`src/verilog/atic_pkg.sv`:
```
// Package with codes, field positions and timing counts for the adapter
// timer and frame-request command block.
// Assumes a 20 MHz reference clock.
package atic_pkg;
    localparam int          CLK_HZ          = 20000000;
    localparam int          TICK_MS         = 10;
    localparam int          TICK_CYC        = CLK_HZ / 1000 * TICK_MS;
    localparam logic [15:0] CMD_TIMER       = 16'h0022;
    localparam logic [15:0] CMD_IFRAME      = 16'h0023;
    localparam logic [15:0] ST_GOOD         = 16'h0000;
    localparam logic [15:0] ST_MAX_OUT      = 16'h0025;
    localparam logic [15:0] ST_BAD_STATION  = 16'h0040;
    localparam logic [15:0] ST_PROTO_ERR    = 16'h0041;
    localparam logic [15:0] ST_DEFERRED     = 16'h00ff;
    localparam int          MAX_OUTSTANDING = 127;
    localparam int          COUNT_LSB       = 0;
    localparam int          COUNT_W         = 8;
    localparam int          CORR_LSB        = 8;
    localparam int          STN_W           = 4;
    localparam int          OUT_W           = 7;
    typedef enum logic [1:0]
    {
        ST_IDLE  = 2'b00,
        ST_EXEC  = 2'b01,
        ST_REPLY = 2'b10
    } atic_state_t;
endpackage
```
`src/verilog/atic_cmd_engine.sv`:
```
// Command engine for the interval timer and frame transmit request commands.
// Assumes the host holds a command block stable while cmd_valid_i is high
// and that link state inputs are synchronous to ref_clk_i.
`timescale 1ns/100ps
module atic_cmd_engine #(
    parameter int STATIONS = 16,
    parameter int TICK_CYC = atic_pkg::TICK_CYC
) (
    input  wire logic                      ref_clk_i,
    input  wire logic                      srst_i,
    input  wire logic                      ce_i,
    input  wire logic                      cmd_valid_i,
    output logic                           cmd_ready_o,
    input  wire logic [15:0]               host_command_code_word_i,
    input  wire logic [15:0]               host_param_word_first_i,
    input  wire logic [15:0]               host_param_word_second_i,
    input  wire logic                      adapter_open_i,
    input  wire logic                      link_control_layer_en_i,
    input  wire logic                      host_iframe_opt_i,
    input  wire logic [STATIONS-1:0]       station_valid_i,
    input  wire logic [STATIONS-1:0]       station_can_send_i,
    input  wire logic [STATIONS-1:0]       station_defer_i,
    input  wire logic                      frame_ack_i,
    input  wire logic [atic_pkg::STN_W-1:0] frame_ack_stn_i,
    input  wire logic                      rebuild_req_i,
    input  wire logic [7:0]                rebuild_corr_i,
    output logic [15:0]                    adapter_reply_code_word_o,
    output logic [15:0]                    reply_param_word_first_o,
    output logic [15:0]                    reply_param_word_second_o,
    output logic [15:0]                    reply_param_word_third_o,
    output logic                           cmd_status_irq_o,
    output logic                           cmd_reject_irq_o,
    output logic                           timer_irq_o,
    output logic                           timer_running_o,
    output logic                           build_req_o,
    output logic [7:0]                     build_corr_o
);
    import atic_pkg::*;
    initial if (STATIONS < 1 || STATIONS > (1 << STN_W))
        $error("STATIONS out of range");

    atic_state_t state_r;
    atic_state_t state_nxt;
    logic [15:0] code_r;
    logic [15:0] p0_r;
    logic [15:0] status_r;
    logic        reject_r;

    // Decode of the command and its acceptance conditions.
    wire [STN_W-1:0] stn      = p0_r[STN_W-1:0];
    wire             is_timer = (code_r == CMD_TIMER);
    wire             is_ifr   = (code_r == CMD_IFRAME);
    wire [7:0]       tcount   = p0_r[COUNT_LSB +: COUNT_W];
    wire             stn_ok   = (p0_r[15:STN_W] == '0) &&
                                (32'(stn) < STATIONS) &&
                                station_valid_i[stn];
    wire             t_rej    = !link_control_layer_en_i;
    wire             i_rej    = !adapter_open_i ||
                                !link_control_layer_en_i ||
                                !host_iframe_opt_i;
    wire             bad_cmd  = !is_timer && !is_ifr;
    wire             do_rej   = bad_cmd || (is_timer && t_rej) ||
                                (is_ifr && i_rej);
    wire             full;
    wire [7:0]       corr;
    wire             can_send = stn_ok && station_can_send_i[stn];
    wire             accept   = is_ifr && !do_rej && can_send && !full;
    wire             exec     = (state_r == ST_EXEC) && ce_i;
    wire             t_load   = exec && is_timer && !do_rej;

    // Status selection for the frame request, in priority order.
    wire [15:0] ifr_status =
        !stn_ok                ? ST_BAD_STATION :
        !station_can_send_i[stn] ? ST_PROTO_ERR :
        full                   ? ST_MAX_OUT :
        station_defer_i[stn]   ? ST_DEFERRED :
                                 ST_GOOD;

    atic_interval_timer #(
        .TICK_CYC (TICK_CYC)
    ) u_timer (
        .ref_clk_i (ref_clk_i),
        .srst_i    (srst_i),
        .ce_i      (ce_i),
        .load_i    (t_load),
        .count_i   (tcount),
        .running_o (timer_running_o),
        .expire_o  (timer_irq_o)
    );

    atic_corr_table #(
        .STATIONS (STATIONS),
        .SW       (STN_W)
    ) u_corr (
        .ref_clk_i (ref_clk_i),
        .srst_i    (srst_i),
        .ce_i      (ce_i),
        .stn_i     (stn),
        .take_i    (exec && accept),
        .ack_stn_i (frame_ack_stn_i),
        .ack_i     (frame_ack_i),
        .full_o    (full),
        .corr_o    (corr)
    );

    // Next state of the command sequence.
    always_comb
    begin
        state_nxt = state_r;
        case (state_r)
            ST_IDLE:  if (cmd_valid_i) state_nxt = ST_EXEC;
            ST_EXEC:  state_nxt = ST_REPLY;
            ST_REPLY: state_nxt = ST_IDLE;
            default:  state_nxt = ST_IDLE;
        endcase
    end
    assign cmd_ready_o = (state_r == ST_IDLE);

    // Command capture and state register.
    always_ff @(posedge ref_clk_i)
    begin
        if (srst_i)
        begin
            state_r  <= ST_IDLE;
            code_r   <= 16'h0000;
            p0_r     <= 16'h0000;
        end
        else if (ce_i)
        begin
            state_r <= state_nxt;
            if (cmd_valid_i && cmd_ready_o)
            begin
                code_r <= host_command_code_word_i;
                p0_r   <= host_param_word_first_i;   // second word unused
            end
        end
    end

    // Latch the outcome of the executed command.
    always_ff @(posedge ref_clk_i)
    begin
        if (srst_i)
        begin
            status_r <= 16'h0000;
            reject_r <= 1'b0;
        end
        else if (exec)
        begin
            reject_r <= do_rej;
            status_r <= is_timer ? ST_GOOD : ifr_status;
        end
    end

    // Status block write and the completion or reject pulse.
    always_ff @(posedge ref_clk_i)
    begin
        if (srst_i)
        begin
            adapter_reply_code_word_o <= 16'h0000;
            reply_param_word_first_o  <= 16'h0000;
            reply_param_word_second_o <= 16'h0000;
            reply_param_word_third_o  <= 16'h0000;
            cmd_status_irq_o          <= 1'b0;
            cmd_reject_irq_o          <= 1'b0;
        end
        else if (ce_i)
        begin
            cmd_status_irq_o <= 1'b0;
            cmd_reject_irq_o <= 1'b0;
            if (state_r == ST_REPLY)
            begin
                cmd_reject_irq_o <= reject_r;
                cmd_status_irq_o <= !reject_r;
                if (!reject_r)
                begin
                    adapter_reply_code_word_o <= code_r;
                    reply_param_word_first_o  <= status_r;
                    reply_param_word_second_o <= is_ifr ? p0_r : 16'h0000;
                    reply_param_word_third_o  <=
                        (is_ifr && (status_r == ST_GOOD ||
                                    status_r == ST_DEFERRED))
                        ? {corr - 8'h01, 8'h00} : 16'h0000;
                end
            end
        end
    end

    // Build requests name the frame by correlator, repeats allowed.
    always_ff @(posedge ref_clk_i)
    begin
        if (srst_i)
        begin
            build_req_o  <= 1'b0;
            build_corr_o <= 8'h00;
        end
        else if (ce_i)
        begin
            build_req_o <= rebuild_req_i;
            if (rebuild_req_i)
                build_corr_o <= rebuild_corr_i;
        end
    end
endmodule

```
`src/verilog/atic_corr_table.sv`:
```
// Per-station outstanding-frame counters with a shared correlator counter.
// Assumes at most one assign and one acknowledge per cycle.
`timescale 1ns/100ps
module atic_corr_table #(
    parameter int STATIONS = 16,
    parameter int SW       = 4
) (
    input  wire logic          ref_clk_i,
    input  wire logic          srst_i,
    input  wire logic          ce_i,
    input  wire logic [SW-1:0] stn_i,
    input  wire logic          take_i,
    input  wire logic [SW-1:0] ack_stn_i,
    input  wire logic          ack_i,
    output logic               full_o,
    output logic [7:0]         corr_o
);
    import atic_pkg::*;
    initial if (STATIONS > (1 << SW)) $error("STATIONS exceeds index");

    logic [OUT_W-1:0] cnt_r [STATIONS];
    logic [7:0]       corr_r;

    // One outstanding counter per link station.
    genvar g;
    for (g = 0; g < STATIONS; g++)
    begin : g_stn
        wire inc = take_i && (stn_i == SW'(g));
        wire dec = ack_i && (ack_stn_i == SW'(g)) && (cnt_r[g] != '0);
        always_ff @(posedge ref_clk_i)
        begin
            if (srst_i)
                cnt_r[g] <= '0;
            else if (ce_i && (inc != dec))
                cnt_r[g] <= inc ? cnt_r[g] + 1'b1 : cnt_r[g] - 1'b1;
        end
    end

    // Correlator advances on every accepted request.
    always_ff @(posedge ref_clk_i)
    begin
        if (srst_i)
            corr_r <= 8'h00;
        else if (ce_i && take_i)
            corr_r <= corr_r + 8'h01;
    end
    assign full_o = (cnt_r[stn_i] == OUT_W'(MAX_OUTSTANDING));
    assign corr_o = corr_r;
endmodule

```
`src/verilog/atic_interval_timer.sv`:
```
// Periodic interval timer: prescaler to 10 ms ticks and a period counter.
// Assumes load pulses come from the command engine in one cycle.
`timescale 1ns/100ps
module atic_interval_timer #(
    parameter int TICK_CYC = 200000
) (
    input  wire logic       ref_clk_i,
    input  wire logic       srst_i,
    input  wire logic       ce_i,
    input  wire logic       load_i,
    input  wire logic [7:0] count_i,
    output logic            running_o,
    output logic            expire_o
);
    import atic_pkg::*;
    localparam int PW = $clog2(TICK_CYC);
    initial if (TICK_CYC < 2) $error("TICK_CYC too small");

    logic [PW-1:0] pre_r;
    logic [7:0]    per_r;
    logic [7:0]    left_r;
    logic          run_r;
    wire           tick    = (pre_r == PW'(TICK_CYC - 1));
    wire           last    = tick && (left_r == 8'h01);

    // A load restarts from zero; a zero count stops the timer.
    always_ff @(posedge ref_clk_i)
    begin
        if (srst_i)
        begin
            pre_r    <= '0;
            per_r    <= 8'h00;
            left_r   <= 8'h00;
            run_r    <= 1'b0;
            expire_o <= 1'b0;
        end
        else if (ce_i)
        begin
            expire_o <= 1'b0;
            if (load_i)
            begin
                pre_r  <= '0;
                per_r  <= count_i;
                left_r <= count_i;
                run_r  <= (count_i != 8'h00);
            end
            else if (run_r)
            begin
                pre_r <= tick ? '0 : pre_r + 1'b1;
                if (last)
                begin
                    left_r   <= per_r;
                    expire_o <= 1'b1;
                end
                else if (tick)
                    left_r <= left_r - 8'h01;
            end
        end
    end
    assign running_o = run_r;
endmodule

```
`config.mk`:
```
export PLATFORM = sky130hd
export DESIGN_NAME = atic_cmd_engine
export DESIGN_NICKNAME = d
export VERILOG_FILES = /design/src/verilog/atic_pkg.sv /design/src/verilog/atic_cmd_engine.sv /design/src/verilog/atic_corr_table.sv /design/src/verilog/atic_interval_timer.sv
export SDC_FILE = /design/constraint.sdc
export NUM_CORES = 1
export LEC_CHECK = 0
export BUFFER_PORTS_ARGS = -buffer_cell sky130_fd_sc_hd__buf_4
export CAP_MARGIN = 20
export CORE_MARGIN = 2
export CORE_UTILIZATION = 55
export CTS_CLUSTER_SIZE = 20
export DETAILED_ROUTE_END_ITERATION = 12
export PLACE_DENSITY = 0.84
export RECOVER_POWER = 25
export SYNTH_ARGS = -nofsm -noshare
export SYNTH_HDL_FRONTEND = slang
export SYNTH_SLANG_ARGS = --single-unit
```
`constraint.sdc`:
```
create_clock -name ref_clk_i -period 4.5 [get_ports ref_clk_i]
set_input_delay 0.9 -clock ref_clk_i [delete_from_list [all_inputs] [get_ports ref_clk_i]]
set_output_delay 0.9 -clock ref_clk_i [all_outputs]
set_load 0.02 [all_outputs]
```
==> results by group, run 1 <==
Status
  • Outcome: finished with violations
  • Failing checks: capacitance limit, slew limit

Synth
  • Mux contribution to synthesized area: under 10%
  • Post-synth top area share: about a fifth
  • Syn Inst Count: 1,938
  • Post-Synth Simple-Gate Area: between 20% and 30%
  • Top cell type by total area after synthesis: edfxtp_1
  • Number of distinct library cells after synthesis: between 100 and 150
  • Post-synthesis xor/xnor area fraction: a little under 5%
  • Top area cells in the synthesized netlist: edfxtp_1 20%, dfxtp_1 17%, nand2_1 5.4%
  • Main combinational cell family by area after synthesis: simple AND/OR/NAND/NOR gates
  • Top FF cell, synth: dfxtp_1
  • Adder-Cell Fraction of Synth Area: roughly 2.8%
  • Post-synthesis sequential area ratio: 37.2%
  • Yosys warnings: 0
  • Most common cell in the netlist: nand2_1
  • Seq cells post-synth: roughly 250
  • Syn_area_per_cell: 8.62 µm²
  • Post-Syn Area: 0.0167 mm²
  • Synth Area in Compound Gates: approximately 16%
  • Ys async rst share: 0%
  • Post-synth EDFFs: approximately 110
  • Commonest cells post-synth: 239 x nand2_1, 173 x nor2_1, 142 x dfxtp_1, 112 x a21oi_1, 112 x edfxtp_1

Clocking
  • CTS H-tree lvls: 1
  • Clock Latency Late Sink: ~0.57 ns
  • Clock Tree Buf Depth: 3
  • PostCTS Resize Cnt: 0
  • Post-CTS setup buffer count: 0
  • Clock buffer count from CTS: 29
  • TritonCTS clock tree: done
  • Root Driver: clkbuf_16
  • Clk sinks: 254
  • Clk pin slew, worst setup/hold paths: 0.06 ns
  • CTS Hold Bufs: 0

Global route
  • Aggregate global routing overflow: 0
  • Vias in the first global route: approximately 15,000
  • Global-route wire length before repair: ~77,000 µm
  • Total track usage: 30.0%
  • Pin count of the biggest net entering global routing: between 90 and 100
  • Antenna violations before repair: 1

Placement
  • RePlAce Congestion: 0.956
  • Post-place instance area: 0.0180 mm²
  • HPWL after DPL: roughly 34,000 µm
  • Port Buffers: around 160

Hold path
  • Worst Hold End: u_timer.per_r[1]
  • Hold Crit Start: u_timer.per_r[1]
  • Worst Hold Class: reg2reg
  • Hold depth: 2

Final layout
  • Layout cell share with drive strength beyond 1: a little over an eighth
  • Final Net Count: between 2,000 and 2,500
  • Sequential Area: just over 0.006 mm²
  • Post-route cell area: 0.0188 mm²
  • Multi-input gate area: 0.00960 mm²
  • Layout area overhead: 12.4%
  • Count of filler cells inserted in the layout: 2,508

Die
  • Die area: between 0.03 and 0.04 mm²
  • Initial core utilization: between 50% and 60%
  • Rows: between 60 and 70
  • Core area: 0.0298 mm²
  • Die X: around 180 µm
  • I/O pins: roughly 200
  • Die Height: between 150 and 200 µm

Routing
  • DRT iter0 DRCs: approximately 1,700
  • Via/cell ratio: around 6.4
  • Antenna Nets Post-Route: 0
  • Wire length per cell: slightly below 20 µm
  • Final WL: 48,200 µm
  • Detailed-route via count: 15,800
  • Post-route DRC: 0
  • DR pass1 iterations: 6

Timing
  • Max Fclk: 233 MHz
  • Period utilisation layout: between 90% and 100%
  • Fin. Hold Viols: 0
  • Setup tns final: 0 ns
  • Skew final: between 0.01 and 0.015 ns
  • Worst slew margin: -28.0%
  • Tightest Pin Transition: about 1.9 ns
  • RSZ-0062 raised after global routing: false
  • Fin. max-slew vios: 97
  • Endpoints failing setup: 0
  • Tmin final: between 4 and 5 ns

Worst setup path
  • Worst Setup End Kind: register
  • Largest fanout on the critical path: 10
  • Setup crit start kind: register
  • Crit-path cells: buf_4 -> nor2b_1 -> nand2_1 -> and4_1 -> or4_1 -> nor4_4 -> xnor2_1 -> ha_1 -> and3_1 -> a31oi_1 -> or2_2 -> mux4_2 -> nor2_1
  • CP Class: reg2reg
  • Crit. path cell count: 13
  • Worst Path Required: 4.93 ns
  • CP delay by family, top: simple AND/OR/NAND/NOR gates
  • WP buf/inv: 1
  • Reg2Reg Depth: 13
  • CP max stage cell: dfxtp_1
  • Reg2reg end: u_corr.cnt_r[11][6]
  • Reg-to-Reg Start: p0_r[2]
  • CP peak stage delay: just over 0.7 ns
  • Worst Path Arrival: about 4.7 ns
  • R2r setup slk: around 0.2 ns

Power
  • NetSw: between 1000 and 1500 µW
  • P_int: between 4000 and 5000 µW
  • Comb pwr share: 11.0%
  • Leak: around 0.0067 µW
  • Switching part of the total power: 26.3%
  • Power per Cell Area: 297 mW/mm²
  • Flop pwr share: a little under half
  • Max VDD drop: 0.245 mV
  • Clock network fraction of design power: between 40% and 50%

Run
  • Max Cap Viol: 1
[worst max path at each step]
stage	slack, ns	start	endpoint
after floorplan	0.48	ce_i	u_corr.cnt_r[11][6]
after global placement	0.30	station_can_send_i[14]	u_corr.cnt_r[11][6]
after detailed placement	0.19	station_can_send_i[14]	u_corr.cnt_r[11][6]
after CTS	0.29	p0_r[2]	u_corr.cnt_r[11][6]
after global routing	0.03	p0_r[2]	u_corr.cnt_r[11][6]
final	0.20	p0_r[2]	u_corr.cnt_r[11][6]
[power by group through the flow]
stage	Sequential (µW)	Combinational, µW	Clock (µW)
6_report	2580	609	2370
5_1_grt	2590	657	2470
4_1_cts	2580	601	2380
3_5_place_dp	2630	594	0
3_3_place_gp	2620	576	0
2_1_floorplan	2570	441	0
[cell usage in the layout, fill, tap and decap left out, types with 25 or more instances in the layout]
cell type | netlist | layout
nand2b_1 | 29 | 29
nand4_1 | 54 | 54
nand3_1 | 74 | 74
edfxtp_1 | 112 | 112
nand2_1 | 239 | 239
a21oi_1 | 112 | 112
ha_1 | 37 | 37
a31oi_1 | 25 | 25
xor2_1 | 40 | 40
nor4_1 | 43 | 43
clkbuf_1 | 86 | 70
xnor2_1 | 52 | 52
o21ai_0 | 57 | 57
buf_4 | 27 | 149
and3_1 | 49 | 49
clkbuf_16 | 0 | 31
or3_1 | 27 | 27
nor2_1 | 173 | 173
mux2i_1 | 35 | 35
a22oi_1 | 29 | 29
inv_1 | 42 | 42
nor3_1 | 80 | 80
dfxtp_1 | 142 | 142
[state kept, by name, summed over array words and instances (netlist names), 2 cells and up, named ones only]
register / count
adapter_reply_code_word_o: 16
build_corr_o: 8
code_r: 16
p0_r: 16
reply_param_word_first_o: 4
reply_param_word_second_o: 16
reply_param_word_third_o: 8
state_r: 2
status_r: 4
u_corr.cnt_r: 112
u_corr.corr_o: 8
u_timer.left_r: 8
u_timer.per_r: 8
u_timer.pre_r: 18
[cell type report]
class | instances | share of cell area, %
Timing Repair Buffer | 212 | 7.24
Clock inverter | 10 | 0.467
Inverter | 42 | 0.840
Tap cell | 390 | 2.60
Clock buffer | 44 | 4.61
Sequential cell | 254 | 33.1
Multi-Input combinational cell | 1504 | 51.2
Antenna cell | 1 | 0.0133
[kinds of logic (layout without fill, tap and decap cells)]
group	count (synthesis)	after routing
simple gates	907	907
compound gates	394	394
flops	254	254
buf+inv	195	308
xor+xnor	93	93
mux	57	57
fa+ha+maj	37	37
other cells	1	17
[worst min-delay path: cells and delay by family, from the launching register on]
kind / cells / cell delay (ns)
AO/OA/AOI/OAI: 1 / 0.05
AND/OR/NAND/NOR: 1 / 0.05
flip-flops: 1 / 0.31
[layer usage]
layer	share of wire, %	GRT usage (%)	up-vias
met2	48	51.2	860
met5	0	0	-
li1	-	-	7329
met3	9.8	7.31	126
met4	3.5	11.1	0
met1	38	36.8	7503
[metrics by stage]
stage | std cells | setup WS (ns) | hold WS (ns) | power (µW) | util [%]
2_1_floorplan | 1953 | 0.485 | 0.429 | 3020 | -
3_3_place_gp | 2402 | 0.302 | 0.435 | 3200 | 60.5
3_5_place_dp | 2402 | 0.192 | 0.440 | 3220 | 60.5
4_1_cts | 2456 | 0.290 | 0.448 | 5560 | 63.7
5_1_grt | 2457 | 0.0322 | 0.470 | 5720 | 63.0
6_report | 2457 | 0.200 | 0.449 | 5560 | 63.0
Note: power is estimated with default switching activity, not from simulation.
==> run 2: changes to the inputs <==
- CORE_UTILIZATION: 55 -> 45
- PLACE_DENSITY: 0.84 -> 0.72
==> run 2 against run 1 <==
  * Clock skew rose by 0.0096 ns
  * Critical endpoint is now u_corr.cnt_r[9][6]
  * Cell area rose by 1.1%
  * Largest cell class unchanged
  * Die area rose by 22%
  * Power barely moved
  * Largest power group unchanged
  * Combinational power barely moved
  * Sequential cell count did not move
  * The run still ends with capacitance limit, slew limit left
  * Critical path depth fell by 1
  * Register-to-register slack improved by 0.15 ns
==> results by group, run 2 (same netlist as run 1, synthesis figures left out) <==
Status
  • Outcome: finished with violations
  • Failing checks: capacitance limit, slew limit

Final layout
  • Layout cell share with drive strength beyond 1: between 10% and 20%
  • Diode count: 0
  • Reg with most FFs: u_corr.cnt_r
  • Final Net Count: around 2,200
  • Most common cell after layout, fill and taps aside: nand2_1
  • Final core utilization: approximately half
  • Commonest non-fill, non-tap cells in the layout: 239 x nand2_1, 173 x nor2_1, 159 x buf_4, 141 x dfxtp_1
  • Count of filler cells inserted in the layout: about 3,400
  • Layout area overhead: 13.6%
  • Top flop regs: u_corr.cnt_r: 112 flops, u_timer.pre_r: 18 flops
  • Max reg flops: ~110

Worst setup path
  • WP buf/inv: 1
  • Crit-path cells: mux4_2 -> o32ai_2 -> o21a_1 -> buf_12 -> nor4_4 -> xnor2_1 -> ha_1 -> nand3_1 -> nor2_1 -> or4_1 -> mux4_2 -> o221ai_1
  • CP Class: reg2reg
  • Critical Path Most Common Cell: mux4_2
  • Worst Setup End Kind: register
  • Worst Path Arrival: ~4.6 ns
  • Setup crit start kind: register
  • CP peak stage delay: between 0.8 and 0.9 ns
  • Largest fanout on the critical path: 13
  • CP max stage cell: dfxtp_1
  • Worst Path Required: ~4.9 ns
  • CP delay by family, top: multiplexers

Clocking
  • CTS Hold Bufs: 0
  • Clock Latency Late Sink: 0.59 ns
  • CTS H-tree lvls: 1
  • Clk sinks: about 250
  • TritonCTS clock tree: done
  • Clock buffer count from CTS: 29
  • Clk pin slew, worst setup/hold paths: about 0.070 ns
  • Clock Tree Buf Depth: 3
  • Root Driver: clkbuf_16

Placement
  • Worst slack, placed: 0.0948 ns
  • Port Buffers: 162
  • HPWL after DPL: 35,000 µm
  • RePlAce Congestion: between 0.9 and 1

Timing
  • Tmin final: 4.15 ns
  • Max Fclk: roughly 240 MHz
  • Worst slew margin: -26.3%
  • Fin. Hold Viols: 0
  • Endpoints failing setup: 0
  • Fin. max-slew vios: 94
  • Fin worst setup slack: approximately 0.35 ns
  • Skew final: 0.0242 ns
  • Period utilisation layout: between 90 and 100%
  • Tightest Pin Transition: 1.89 ns
  • Setup tns final: 0 ns
  • RSZ-0062 raised after global routing: false

Run
  • Max Cap Viol: 1

Routing
  • DRT iter0 DRCs: ~1,200
  • Post-route DRC: 0
  • Wire length per cell: around 19 µm
  • DR pass1 iterations: 5
  • Antenna Nets Post-Route: 0
  • Via/cell ratio: between 6 and 7
  • Detailed-route via count: between 15,000 and 20,000
  • Final WL: between 40,000 and 50,000 µm

Global route
  • Total track usage: 24.7%
  • Antenna violations before repair: 1
  • Pin count of the biggest net entering global routing: 94
  • Aggregate global routing overflow: 0
  • Global-route wire length before repair: 77,600 µm
  • Vias in the first global route: 14,600

Die
  • Die X: between 150 and 200 µm
  • Die Height: between 150 and 200 µm
  • Rows: 70
  • I/O pins: just under 200
  • Initial core utilization: between 40% and 50%
  • Die area: 0.0387 mm²
  • Core area: about 0.037 mm²

Power
  • Max VDD drop: ~0.28 mV
  • Power per Cell Area: between 200 and 300 mW/mm²
  • Leak: 0.00673 µW

Hold path
  • Worst Hold Class: reg2reg
## run 2: cell type report
| cell class | count | area [µm²] | area share (%) |
|---|---|---|---|
| multi-input combinational | 1504 | 9600 | 50.6 |
| sequential | 254 | 6210 | 32.7 |
| timing repair buffer | 225 | 1480 | 7.79 |
| clock buffer | 40 | 808 | 4.26 |
| tap | 468 | 586 | 3.09 |
| inverter | 42 | 158 | 0.831 |
| clock inverter | 14 | 129 | 0.680 |
## run 2: worst register-to-register path, stage by stage (launching register included)
cell and delay [ns]:
dfxtp_1 0.85, mux4_2 0.64, o32ai_2 0.36, o21a_1 0.32, buf_12 0.18, nor4_4 0.06
xnor2_1 0.16, ha_1 0.22, nand3_1 0.11, nor2_1 0.07, or4_1 0.41, mux4_2 0.49
o221ai_1 0.09
## run 2: final timing paths
| check | start | endpoint | slack [ns] | depth (start not counted) |
|---|---|---|---|---|
| min | u_timer.per_r[5] | u_timer.per_r[5] | 0.45 | 2 |
| min reg2reg | u_timer.per_r[5] | u_timer.per_r[5] | 0.45 | 2 |
| max reg2reg | register | u_corr.cnt_r[9][6] | 0.35 | 12 |
| max | register | u_corr.cnt_r[9][6] | 0.35 | 12 |
## run 2: per-layer routing
layer  share of wire (%)  routed length, µm  up-vias  track usage, %
met1                  41              19900     7344            31.9
met5               0.031                 15        -               0
met3                 8.8               4220      121            5.27
li1                    -                  -     7375               -
met4                 3.7               1790        2            8.66
met2                  46              22200      627            40.9
## run 2: per-stage QoR
stage	instances	cell area (µm²)	total power [µW]	hold slack, ns
2_1_floorplan	1953	16800	3020	0.429
3_3_place_gp	2490	18200	3220	0.436
3_5_place_dp	2490	18200	3230	0.441
4_1_cts	2544	19200	5590	0.449
5_1_grt	2547	19000	5740	0.474
6_report	2547	19000	5570	0.448
## run 2: what timing repair did
item	CTS	global route
resized for setup	0	1
setup buffers	0	3
endpoints found under the setup margin	0	1
## run 2: power breakdown
| group | leakage (µW) | switching (µW) | internal (µW) |
|---|---|---|---|
| logic | 0.00396 | 362 | 248 |
| clock network | 0.000463 | 1010 | 1370 |
| registers | 0.00231 | 106 | 2480 |
==> run 3: changes to the inputs <==
- ABC_AREA: not set -> 1
- PLACE_DENSITY: 0.72 -> not set
- PLACE_DENSITY_LB_ADDON: not set -> 0.12
==> run 3 against run 2 <==
  * The run still ends with capacitance limit, slew limit left
  * Critical path depth increased by 8
  * Worst setup slack improved by 0.34 ns
  * Wire length decreased by 2.1%
  * Combinational power increased by 14%
  * Sequential cell count unchanged
  * Sequential share of layout area decreased by 0.19 points
  * Power increased by 8.2%
  * Utilization increased by 0.55 points
  * Register-to-register slack improved by 0.34 ns
  * Clock power increased by 17%
  * Clock-buffer cell count decreased by 5
  * Cell count increased by 21%
  * Largest power group is now clock
  * Highest routed layer is now met4
==> results by group, run 3 <==
Die
  • Initial core utilization: between 40% and 50%
  • I/O pins: 195
  • Core area: between 0.03 and 0.04 mm²
  • Die area: 0.0383 mm²
  • Die X: ~200 µm
  • Die Height: between 150 and 200 µm
  • Rows: 70

Global route
  • Vias in the first global route: about 16,000
  • Antenna violations before repair: 0
  • Global-route wire length before repair: just under 80,000 µm
  • Aggregate global routing overflow: 0
  • Total track usage: between 20% and 30%
  • Pin count of the biggest net entering global routing: 71

Synth
  • Commonest cells post-synth: 648 x nand2_1, 333 x nor2_1, 293 x inv_1, 220 x nand3_1, 144 x a21oi_1
  • Yosys warnings: 0
  • Most common cell in the netlist: nand2_1
  • Post-synthesis sequential area ratio: between 30 and 40%
  • Top cell type by total area after synthesis: edfxtp_1
  • Syn_area_per_cell: about 6.8 µm²
  • Top area cells in the synthesized netlist: edfxtp_1 20%, dfxtp_1 17%, nand2_1 15%
  • Post-Syn Area: around 0.017 mm²
  • Seq cells post-synth: between 200 and 300
  • Post-synth EDFFs: about 110
  • Ys async rst share: 0%
  • Number of distinct library cells after synthesis: approximately 50
  • Post-synth top area share: approximately a fifth
  • Syn Inst Count: ~2,400
  • Top FF cell, synth: dfxtp_1

Timing
  • Worst slew margin: -48.8%
  • Fin. Hold Viols: 0
  • Tmin final: 3.81 ns
  • Tightest Pin Transition: 2.23 ns
  • RSZ-0062 raised after global routing: false
  • Skew final: just under 0.05 ns
  • Period utilisation layout: a little over four fifths
  • Fin. max-slew vios: 76
  • Endpoints failing setup: 0
  • Setup tns final: 0 ns
  • Max Fclk: 263 MHz
  • WHS: around 0.46 ns

Routing
  • Antenna Nets Post-Route: 0
  • DRT iter0 DRCs: roughly 1,000
  • Detailed-route via count: approximately 16,000
  • Via/cell ratio: about 5.3
  • Wire length per cell: 15.3 µm
  • Post-route DRC: 0
  • Final WL: roughly 47,000 µm
  • DR pass1 iterations: 6

Power
  • Flop pwr share: around 43%
  • Clock network fraction of design power: between 40 and 50%
  • Comb pwr share: 11.5%
  • Power per Cell Area: 316 mW/mm²
  • P_int: 4430 µW
  • Max VDD drop: ~0.27 mV
  • NetSw: 1590 µW
  • Leak: between 0.008 and 0.009 µW
  • Total power draw: roughly 6000 µW
  • Switching part of the total power: 26.4%

Clocking
  • Clock Tree Buf Depth: 3
  • CTS H-tree lvls: 1
  • TritonCTS clock tree: done
  • PostCTS Resize Cnt: 0
  • Clock Latency Late Sink: 0.60 ns
  • Clk pin slew, worst setup/hold paths: around 0.060 ns
  • CTS Hold Bufs: 0
  • Clock buffer count from CTS: 30
  • Clk sinks: 254
  • Post-CTS setup buffer count: 0
  • Root Driver: clkbuf_16

Worst setup path
  • Reg2reg end: u_corr.cnt_r[0][6]
  • CP Class: reg2reg
  • Setup crit start kind: register
  • CP peak stage delay: roughly 0.45 ns
  • Worst Path Required: around 4.8 ns
  • Critical Path Most Common Cell: nand2_1
  • Crit-path cells: inv_1 -> nand2_1 -> nand3_1 -> nand2_1 -> nand2_1 -> nor2_1 -> nand2_1 -> nand2_1 -> nand2_1 -> nand2_2 -> inv_2 -> buf_12 -> nand3_1 -> ha_1 -> inv_1 -> o21bai_1 -> nor2_1 -> nand2_1 -> nand2_1 -> a21oi_1
  • R2r setup slk: 0.69 ns
  • Worst Setup End Kind: register
  • Worst Path Arrival: 4.11 ns
  • Crit path capture: u_corr.cnt_r[0][6]
  • CP max stage cell: ha_1
  • Largest fanout on the critical path: 13
  • Reg2Reg Depth: 20

Final layout
  • Max reg flops: 112
  • Most common cell after layout, fill and taps aside: nand2_1
  • Top flop regs: u_corr.cnt_r: 112 flops, u_timer.pre_r: 18 flops
  • Commonest non-fill, non-tap cells in the layout: 648 x nand2_1, 332 x nor2_1, 292 x inv_1, 220 x nand3_1, 144 x a21oi_1
  • Final Net Count: approximately 2,700
  • Layout area overhead: 15.3%
  • Layout cell share with drive strength beyond 1: a little under a tenth
  • Reg with most FFs: u_corr.cnt_r
  • Diode count: 0

Status
  • Outcome: finished with violations
  • Failing checks: capacitance limit, slew limit

Placement
  • Port Buffers: about 160
  • RePlAce Congestion: roughly 0.9
  • HPWL after DPL: 34,000 µm

Run
  • Max Cap Viol: 2

Hold path
  • Worst Hold Class: reg2reg
==> run 3: cell count changes after synthesis, sizes merged, moves of 31 or more <==
cell,before,now
inv,42,301
nor3,81,44
nor4,59,11
a21oi,113,144
nand2,241,652
and3,49,1
o21ai,67,128
xnor2,52,3
nor2,173,343
mux2i,35,0
clkbuf,86,37
nand3,75,231
==> run 3: cell families (layout without fill, tap and decap cells) <==
family          count (synthesis)  in the layout  share of synthesized area [%]
buf+inv                       393            542                           9.76
compound gates                348            348                           11.8
xor+xnor                       36             36                           1.91
simple gates                 1376           1376                           36.2
fa+ha+maj                      37             37                           2.80
other cells                     1             16                         0.0227
flops                         254            254                           37.5
==> run 3: power groups by stage <==
stage          registers, µW  logic (µW)  clock network [µW]
2_1_floorplan           2600         468                   0
3_3_place_gp            2610         687                   0
3_5_place_dp            2610         697                   0
4_1_cts                 2560         701                2830
5_1_grt                 2570         789                2910
6_report                2560         694                2770
==> run 3: per-layer routing <==
metal	wire, µm	up-vias	GRT usage [%]
met2	22600	419	43.4
met1	20800	7591	31.5
met3	2630	75	3.61
li1	-	8310	-
met5	0	-	0
met4	1070	0	7.24
==> run 3: worst min path at each step <==
stage,cells after the start,start,slack [ns],to
3_5_place_dp,2,u_timer.per_r[7],0.46,u_timer.per_r[7]
4_1_cts,2,cmd_status_irq_o,0.47,cmd_status_irq_o
6_report,2,cmd_status_irq_o,0.46,cmd_status_irq_o
3_3_place_gp,2,u_timer.per_r[0],0.45,u_timer.per_r[0]
5_1_grt,2,u_timer.per_r[4],0.49,u_timer.per_r[4]
2_1_floorplan,2,u_timer.per_r[0],0.44,u_timer.per_r[0]
==> run 3: cell type report <==
cell class,count,area (µm²)
fill,3649,17400
sequential,254,6210
multi-input combinational,1813,8790
inverter,305,1150
timing repair buffer,181,1200
clock inverter,21,290
clock buffer,35,853
tap,468,586
==> run 3: stage by stage <==
step / worst slack (ns) / cell area [µm²] / utilization (%) / cells
floorplan: 1.45 / 16600 / - / 2460
global placement: 0.540 / 18100 / 49.7 / 3021
detailed placement: 0.491 / 18100 / 49.7 / 3021
CTS: 0.710 / 19300 / 52.8 / 3077
global route: 0.381 / 19100 / 52.3 / 3077
finish: 0.692 / 19100 / 52.3 / 3077
==> run 3: worst max-delay path: cells and delay by family (launching register included) <==
| family | cells | cell delay, ns |
|---|---|---|
| buffers and inverters | 4 | 1.08 |
| flip-flops | 1 | 0.35 |
| AO/OA/AOI/OAI | 2 | 0.13 |
| AND/OR/NAND/NOR | 13 | 1.48 |
| adder cells (fa/ha/maj) | 1 | 0.45 |
